==> config.mk <==
export PLATFORM = sky130hd
export DESIGN_NAME = cxu_top
export DESIGN_NICKNAME = d
export VERILOG_FILES = /design/src/logic/cxu_pkg.sv /design/src/logic/cxu_capture_edge.sv /design/src/logic/cxu_top.sv
export SDC_FILE = /design/constraint.sdc
export NUM_CORES = 1
export LEC_CHECK = 0
export ABC_CLOCK_PERIOD_IN_PS = 3100
export BUFFER_PORTS_ARGS = -buffer_cell sky130_fd_sc_hd__buf_2
export CAP_MARGIN = 20
export CELL_PAD_IN_SITES_DETAIL_PLACEMENT = 1
export CELL_PAD_IN_SITES_GLOBAL_PLACEMENT = 2
export CORE_ASPECT_RATIO = 1.2
export CORE_MARGIN = 2
export CORE_UTILIZATION = 31
export DETAILED_ROUTE_END_ITERATION = 10
export GPL_ROUTABILITY_DRIVEN = 0
export HOLD_SLACK_MARGIN = 0.02
export PLACE_DENSITY_LB_ADDON = 0.1
export SLEW_MARGIN = 15
export SYNTH_ARGS = -nofsm -noshare
export SYNTH_HDL_FRONTEND = slang
export SYNTH_HIERARCHICAL = 1
export SYNTH_SLANG_ARGS = --single-unit
==> constraint.sdc <==
create_clock -name core_clk -period 3.1 [get_ports core_clk]
set_input_delay 0.31 -clock core_clk [delete_from_list [all_inputs] [get_ports core_clk]]
set_output_delay 0.31 -clock core_clk [all_outputs]
set_load 0.05 [all_outputs]
==> src/logic/cxu_pkg.sv <==
// Constants, mode codes and mode decoding for the capture/compare/pulse unit.
// Assumes a single system clock domain and plain-port control access.
package cxu_pkg;

    // ========================================
    // Mode select codes
    typedef enum logic [3:0]
    {
        CXU_MODE_OFF = 4'b0000,
        CXU_MODE_CAP_FALL = 4'b0100,
        CXU_MODE_CAP_RISE = 4'b0101,
        CXU_MODE_CAP_RISE4 = 4'b0110,
        CXU_MODE_CAP_RISE16 = 4'b0111,
        CXU_MODE_CMP_SET = 4'b1000,
        CXU_MODE_CMP_CLR = 4'b1001,
        CXU_MODE_CMP_SWI = 4'b1010,
        CXU_MODE_CMP_SEV = 4'b1011
    } cxu_mode_t;

    // ========================================
    // Unit control field layout and reset values
    localparam int CTRL_W = 6;
    localparam int MODE_LSB = 0;
    localparam int MODE_MSB = 3;
    localparam int DUTY_LSB = 4;
    localparam int DUTY_MSB = 5;
    localparam logic [5:0] CTRL_RST = 6'h00;
    localparam logic [7:0] BYTE_RST = 8'h00;
    localparam logic [1:0] DUTY_BITS_RST = 2'h0;
    localparam logic [3:0] PRESCALE_RST = 4'h0;
    localparam logic [1:0] PHASE_RST = 2'h0;
    localparam logic [1:0] T2_PRESCALE_1TO1 = 2'h0;

    // ========================================
    // Capture prescale counts
    localparam logic [3:0] PRESCALE_LAST4 = 4'h3;
    localparam logic [3:0] PRESCALE_LAST16 = 4'hf;

    // ========================================
    // Mode decoding
    function automatic logic is_capture(input logic [3:0] m);
        is_capture = (m[3:2] == 2'h1);
    endfunction

    function automatic logic is_compare(input logic [3:0] m);
        is_compare = (m[3:2] == 2'h2);
    endfunction

    function automatic logic is_pwm(input logic [3:0] m);
        is_pwm = (m[3:2] == 2'h3);
    endfunction

endpackage

==> src/logic/cxu_capture_edge.sv <==
// Pin synchroniser, edge detector and capture prescaler.
// Assumes the pin is asynchronous to core_clk.
`timescale 1ns/1ps
module cxu_capture_edge
(
    // Clock and reset
    input wire logic core_clk,
    input wire logic resetn,
    // Control
    input wire logic hold,
    input wire logic clear,
    input wire logic [1:0] edge_sel,
    // Pin
    input wire logic pin_in,
    // Event
    output logic capture_pulse
);

    // ========================================
    // Synchroniser
    logic sync1_q;
    logic sync2_q;
    logic prev_q;
    logic [3:0] count_q;
    logic [3:0] count_d;
    wire rise = sync2_q & ~prev_q;
    wire fall = ~sync2_q & prev_q;

    always_ff @(posedge core_clk or negedge resetn)
    begin
        if (!resetn)
        begin
            sync1_q <= 1'b0;
            sync2_q <= 1'b0;
        end
        else
        begin
            sync1_q <= pin_in;
            sync2_q <= sync1_q;
        end
    end

    always_ff @(posedge core_clk or negedge resetn)
    begin
        if (!resetn)
            prev_q <= 1'b0;
        else if (!hold)
            prev_q <= sync2_q;
    end

    // ========================================
    // Prescaler
    // Cleared outside capture
    assign count_d = clear ? cxu_pkg::PRESCALE_RST :
                     (rise ? count_q + 4'h1 : count_q);

    always_ff @(posedge core_clk or negedge resetn)
    begin
        if (!resetn)
            count_q <= cxu_pkg::PRESCALE_RST;
        else if (!hold)
            count_q <= count_d;
    end

    wire last4 = (count_q[1:0] == cxu_pkg::PRESCALE_LAST4[1:0]);
    wire last16 = (count_q == cxu_pkg::PRESCALE_LAST16);
    assign capture_pulse = ~clear & ~hold &
                           ((edge_sel == 2'h0) ? fall :
                            (edge_sel == 2'h1) ? rise :
                            (edge_sel == 2'h2) ? (rise & last4) : (rise & last16));
endmodule

==> src/logic/cxu_top.sv <==
// Capture/compare/pulse-width unit: capture, compare actions and pulse output.
// Assumes timers, port mux and converter live outside on the same clock.
`timescale 1ns/1ps
module cxu_top
(
    // Clock and reset
    input wire logic core_clk,
    input wire logic resetn,
    // Unit control write and readback
    input wire logic ctrl_wr,
    input wire logic [5:0] ctrl_wdata,
    output logic [5:0] unit_control,
    // Capture/compare byte pair access
    input wire logic low_wr,
    input wire logic [7:0] low_wdata,
    input wire logic high_wr,
    input wire logic [7:0] high_wdata,
    output logic [7:0] capture_low_byte,
    output logic [7:0] capture_high_byte,
    // Flag
    input wire logic irq_clear,
    output logic unit_irq_flag,
    // Timer one
    input wire logic [15:0] timer_one_count,
    input wire logic timer_one_tick,
    output logic timer_one_reset,
    // Converter
    input wire logic adc_enable,
    output logic special_event,
    output logic adc_start,
    // Timer two
    input wire logic [7:0] timer_two_count,
    input wire logic [7:0] timer_two_period,
    input wire logic timer_two_inc,
    input wire logic [1:0] timer_two_prescale,
    input wire logic [1:0] prescale_low_bits,
    output logic timer_two_clear,
    // Power
    input wire logic sleep,
    // Pin
    input wire logic unit_pin_in,
    output logic unit_pin_out,
    output logic unit_pin_own
);

    // ========================================
    // State
    logic [3:0] mode_q;
    logic [1:0] duty_bits_q;
    logic [7:0] low_q;
    logic [7:0] high_q;
    logic [1:0] duty_latch_q;
    logic cmp_latch_q;
    logic pwm_q;
    logic flag_q;
    logic match_q;
    logic [1:0] phase_q;
    logic capture_pulse;
    logic [5:0] ctrl_d;

    // ========================================
    // Mode decode
    // Mode field decode
    wire cap_mode = cxu_pkg::is_capture(mode_q);
    wire cmp_mode = cxu_pkg::is_compare(mode_q);
    wire pwm_mode = cxu_pkg::is_pwm(mode_q);
    wire pwm_low_active = pwm_mode & mode_q[1];
    wire sev_mode = (mode_q == cxu_pkg::CXU_MODE_CMP_SEV);
    wire ctrl_zero = ctrl_wr & (ctrl_wdata == cxu_pkg::CTRL_RST);
    wire run = ~sleep;

    assign unit_control = {duty_bits_q, mode_q};
    assign capture_low_byte = low_q;
    assign capture_high_byte = high_q;
    assign unit_irq_flag = flag_q;

    // ========================================
    // Control register
    assign ctrl_d = ctrl_wr ? ctrl_wdata : {duty_bits_q, mode_q};

    always_ff @(posedge core_clk or negedge resetn)
    begin
        if (!resetn)
        begin
            mode_q <= cxu_pkg::CTRL_RST[cxu_pkg::MODE_MSB:cxu_pkg::MODE_LSB];
            duty_bits_q <= cxu_pkg::CTRL_RST[cxu_pkg::DUTY_MSB:cxu_pkg::DUTY_LSB];
        end
        else if (run)
        begin
            mode_q <= ctrl_d[cxu_pkg::MODE_MSB:cxu_pkg::MODE_LSB];
            duty_bits_q <= ctrl_d[cxu_pkg::DUTY_MSB:cxu_pkg::DUTY_LSB];
        end
    end

    // ========================================
    // Capture path
    // Raw pin level feeds detector
    cxu_capture_edge u_edge
    (
        .core_clk(core_clk),
        .resetn(resetn),
        .hold(sleep),
        .clear(~cap_mode),
        .edge_sel(mode_q[1:0]),
        .pin_in(unit_pin_in),
        .capture_pulse(capture_pulse)
    );

    // ========================================
    // Compare path
    // Continuous 16-bit compare
    wire match = ({high_q, low_q} == timer_one_count);
    wire match_rise = cmp_mode & match & ~match_q;

    assign special_event = sev_mode & match;
    assign adc_start = special_event & adc_enable & run;
    // Reset only if match still holds
    assign timer_one_reset = special_event & timer_one_tick & run;

    always_ff @(posedge core_clk or negedge resetn)
    begin
        if (!resetn)
            match_q <= 1'b0;
        else if (run)
            match_q <= match & cmp_mode;
    end

    always_ff @(posedge core_clk or negedge resetn)
    begin
        if (!resetn)
            cmp_latch_q <= 1'b0;
        else if (run)
        begin
            if (ctrl_zero)
                cmp_latch_q <= 1'b0;
            else if (match_rise && mode_q == cxu_pkg::CXU_MODE_CMP_SET)
                cmp_latch_q <= 1'b1;
            else if (match_rise && mode_q == cxu_pkg::CXU_MODE_CMP_CLR)
                cmp_latch_q <= 1'b0;
        end
    end

    // ========================================
    // Flag
    // Sticky, set wins over clear
    wire flag_set = capture_pulse | match_rise;

    always_ff @(posedge core_clk or negedge resetn)
    begin
        if (!resetn)
            flag_q <= 1'b0;
        else if (run)
            flag_q <= flag_set | (flag_q & ~irq_clear);
    end

    // ========================================
    // Pulse-width time base
    // Low bits from phase or prescaler
    wire [1:0] base_low = (timer_two_prescale == cxu_pkg::T2_PRESCALE_1TO1) ?
                          phase_q : prescale_low_bits;
    wire [9:0] time_base = {timer_two_count, base_low};
    wire [9:0] slave_duty = {high_q, duty_latch_q};
    wire [9:0] master_duty = {low_q, duty_bits_q};
    wire period_end = pwm_mode & run & timer_two_inc & (timer_two_count == timer_two_period);
    wire duty_hit = pwm_mode & run & (time_base == slave_duty);

    assign timer_two_clear = period_end;

    always_ff @(posedge core_clk or negedge resetn)
    begin
        if (!resetn)
            phase_q <= cxu_pkg::PHASE_RST;
        else if (run)
            phase_q <= phase_q + 2'h1;
    end

    always_ff @(posedge core_clk or negedge resetn)
    begin
        if (!resetn)
            pwm_q <= 1'b0;
        else if (ctrl_zero && run)
            pwm_q <= 1'b0;
        else if (period_end)
            pwm_q <= (master_duty != 10'h000);
        else if (duty_hit)
            pwm_q <= 1'b0;
    end

    // ========================================
    // Byte pair and duty buffer
    // Capture copies timer-one
    always_ff @(posedge core_clk or negedge resetn)
    begin
        if (!resetn)
        begin
            low_q <= cxu_pkg::BYTE_RST;
            high_q <= cxu_pkg::BYTE_RST;
            duty_latch_q <= cxu_pkg::DUTY_BITS_RST;
        end
        else if (run)
        begin
            if (capture_pulse)
            begin
                low_q <= timer_one_count[7:0];
                high_q <= timer_one_count[15:8];
            end
            else
            begin
                if (low_wr)
                    low_q <= low_wdata;
                if (period_end)
                begin
                    high_q <= low_q;
                    duty_latch_q <= duty_bits_q;
                end
                else if (high_wr && !pwm_mode)
                    high_q <= high_wdata;
            end
        end
    end

    // ========================================
    // Pin drive
    // Soft interrupt leaves pin
    wire cmp_drive = (mode_q == cxu_pkg::CXU_MODE_CMP_SET) |
                     (mode_q == cxu_pkg::CXU_MODE_CMP_CLR);
    assign unit_pin_own = cmp_drive | pwm_mode;
    assign unit_pin_out = pwm_mode ? (pwm_q ^ pwm_low_active) : cmp_latch_q;
endmodule

==> out/qor.csv <==
stage,metric,value,unit
status,outcome,finished clean,
placed_design,dp_hpwl,5990,um
placed_design,portBuffers,97,
pwr,p_leak,1.50,nW
timing,hold_viol_final,0,
logic_synthesis,avgSynthCellArea,9.71,sq um
floorplanning,fp.dieW,85.6,um
floorplanning,start_util,0.321,
worst_setup_path,required,2790,ps
detailed_routing,wl,7680,um
detailed_routing,via_per_inst,5.20,
worst_setup_path,end_kind,primary output,
grt,overflow,0,
logic_synthesis,synth_flop_cell,dfrtp_1,
layout,layout_commonest_cell,buf_2,
detailed_routing,drt_iter0_drc,85,
timing,fin_skew,6.05,ps
logic_synthesis,ys_types,46,
timing,setup_viol,0,
clock_network,clkSlewWorstSetupHoldPaths,80,ps
grt,antenna_found_initial,0,
clock_network,cts_resized,0,
grt,grt_pass1_wl,12400,um
clock_network,clock_sinks,37,
logic_synthesis,async_flop_share,1.00,
worst_setup_path,worstPathArrival,2210,ps
timing,tightestPinTransition,863,ps
layout,postLayoutCoreUtil,0.412,
timing,period_needed,2520,ps
clock_network,h-tree-depth,2,
logic_synthesis,syn-cell-area,2470,sq um
detailed_routing,drcViolationCount,0,
layout,final_nets,424,
floorplanning,num_io_pins,98,
worst_setup_path,start_kind,flop,
clock_network,tritoncts,yes,
placed_design,dp_worst_setup_slack,782,ps
logic_synthesis,synth_nets,325,
pwr,powerDensity,536,nW/um^2
worst_setup_path,critical_path_class,reg2out,
grt,grt_pass1_vias,2377,
clock_network,cts-root-buf,clkbuf_8,
timing,max_freq,0.397,GHz
floorplanning,core-area,7710,sq um
floorplanning,num_rows,35,
layout,syn_to_final_growth,28.2,%
layout,drive_gt1_frac,0.369,
floorplanning,die_height,102,um
logic_synthesis,ys_seq_area_frac,0.374,
layout,n_antenna_cell,0,
detailed_routing,drt-pass1-iter-count,4,
timing,finalSetupTns,0,ps
timing,rsz0062_at_grt,no,
grt,grtUsageTotal,0.183,
logic_synthesis,synth-edff-count,0,
clock_network,cts_inserted_buffers,5,
detailed_routing,vias,2326,
logic_synthesis,synth_cells,255,
timing,worst_slack,578,ps
hold_path,min_path_type,in2reg,
detailed_routing,postRouteAntennaNets,0,
logic_synthesis,yosysWarnings,6,
detailed_routing,wl_per_cell,17.2,um
clock_network,hold_buffers,0,
pwr,vdd_drop_max,0.179,mV
timing,relSlewSlack,0.425,
layout,final_cell_mix,"97 x buf_2, 37 x dfrtp_1, 21 x xor2_1, 17 x o21ai_0, 16 x nand2_1",
timing,maxSlewViolCount,0,
logic_synthesis,ys_seq_elements,37,
clock_network,cts_setup_buffers,0,
floorplanning,die_area,8720,sq um
clock_network,clk_path_buf_depth,2,
flow_run,maxCapViolCount,0,
clock_network,clk_latency,290,ps
worst_setup_path,critPathMaxFanout,4,
grt,grt_max_degree,38,
timing,period_share,0.814,
## critical path, cell delays in order, from the launching register on
cell and delay, ps:
dfrtp_1 440, xor2_1 180, nor4_1 310, and3_1 240, nand3_1 160, nor4_1 280, buf_2 310
## cell families (layout without fill, tap and decap cells)
group	count (synthesis)	in the layout	share of synthesized area
xor+xnor	35	35	0.124
fa+ha+maj	1	1	0.00505
simple gates	85	85	0.203
buf+inv	18	118	0.0339
compound gates	60	60	0.179
flops	37	37	0.374
mux	19	19	0.0809
## flip-flops by register name, indices dropped and copies added (netlist names)
signal,cells
capture_high_byte,8
capture_low_byte,8
mode_q,4
u_edge/count_q,4
duty_bits_q,2
duty_latch_q,2
phase_q,2
cmp_latch_q,1
match_q,1
pwm_q,1
u_edge/prev_q,1
u_edge/sync1_q,1
u_edge/sync2_q,1
unit_irq_flag,1
## through the flow
stage / instance area (sq um) / cells / hold WS [ps] / power (W)
3_3_place_gp: 3060 / 439 / 334 / 0.00127
6_report: 3170 / 447 / 122 / 0.00170
3_5_place_dp: 3060 / 439 / 336 / 0.00128
2_1_floorplan: 2470 / 255 / 14.4 / 0.00107
4_1_cts: 3170 / 447 / 112 / 0.00173
5_1_grt: 3170 / 447 / 116 / 0.00180
## cell usage after synthesis, types with 2 or more instances
master	instances	area [sq um]
a21boi_0	2	15.0
a21oi_1	10	50.1
a22oi_1	8	60.1
a31oi_1	2	12.5
and3_1	2	12.5
buf_6	2	22.5
clkbuf_1	6	22.5
dfrtp_1	37	926
inv_1	8	30.0
mux2_2	8	90.1
mux2i_1	11	110
nand2_1	16	60.1
nand2b_1	3	18.8
nand3_1	11	55.1
nand3b_1	2	15.0
nand4_1	4	25.0
nor2_1	11	41.3
nor2b_1	11	68.8
nor3_1	5	25.0
nor3b_1	2	15.0
nor4_1	6	37.5
nor4_4	2	42.5
nor4b_1	2	17.5
o211ai_2	8	100
o21a_1	3	22.5
o21ai_0	17	85.1
o21ai_1	3	15.0
or3_1	2	12.5
xnor2_1	14	123
xor2_1	21	184
## worst paths after layout
| check | startpoint | slack, ps | cells past startpoint | to |
|---|---|---|---|---|
| worst min-delay path | unit_pin_in | 120 | 1 | u_edge/sync1_q |
| worst min register to register | u_edge/sync1_q | 360 | 0 | u_edge/sync2_q |
| worst max-delay path | capture_high_byte[7] | 580 | 6 | timer_one_reset |
| worst max register to register | mode_q[1] | 790 | 8 | capture_high_byte[5] |
| min in group asynchronous | resetn | 130 | 1 | u_edge/count_q[2] |
| max in group asynchronous | resetn | 2440 | 1 | duty_bits_q[0] |
## final cells by class
cell class                 count  area, sq um
sequential                    37          926
timing repair buffer         101          515
fill                         937         4540
clock inverter                 1         30.0
clock buffer                   7         86.3
multi-input combinational    200         1470
inverter                       9         33.8
tap                           92          115
## power breakdown
part	internal, W	leakage (nW)	switching [W]
combinational	0.000209	0.984	0.000386
clock	0.000262	0.0585	0.000178
sequential	0.000552	0.462	0.000110
total	0.00102	1.50	0.000674
## layer usage
layer / GRT usage / vias to the layer above / share of wire
li1: - / 1124 / -
met1: 0.242 / 1133 / 0.44
met2: 0.316 / 63 / 0.51
met3: 0.0218 / 6 / 0.041
met4: 0.0513 / 0 / 0.011
met5: 0 / - / 0
Note: power is estimated with default switching activity, not from simulation.
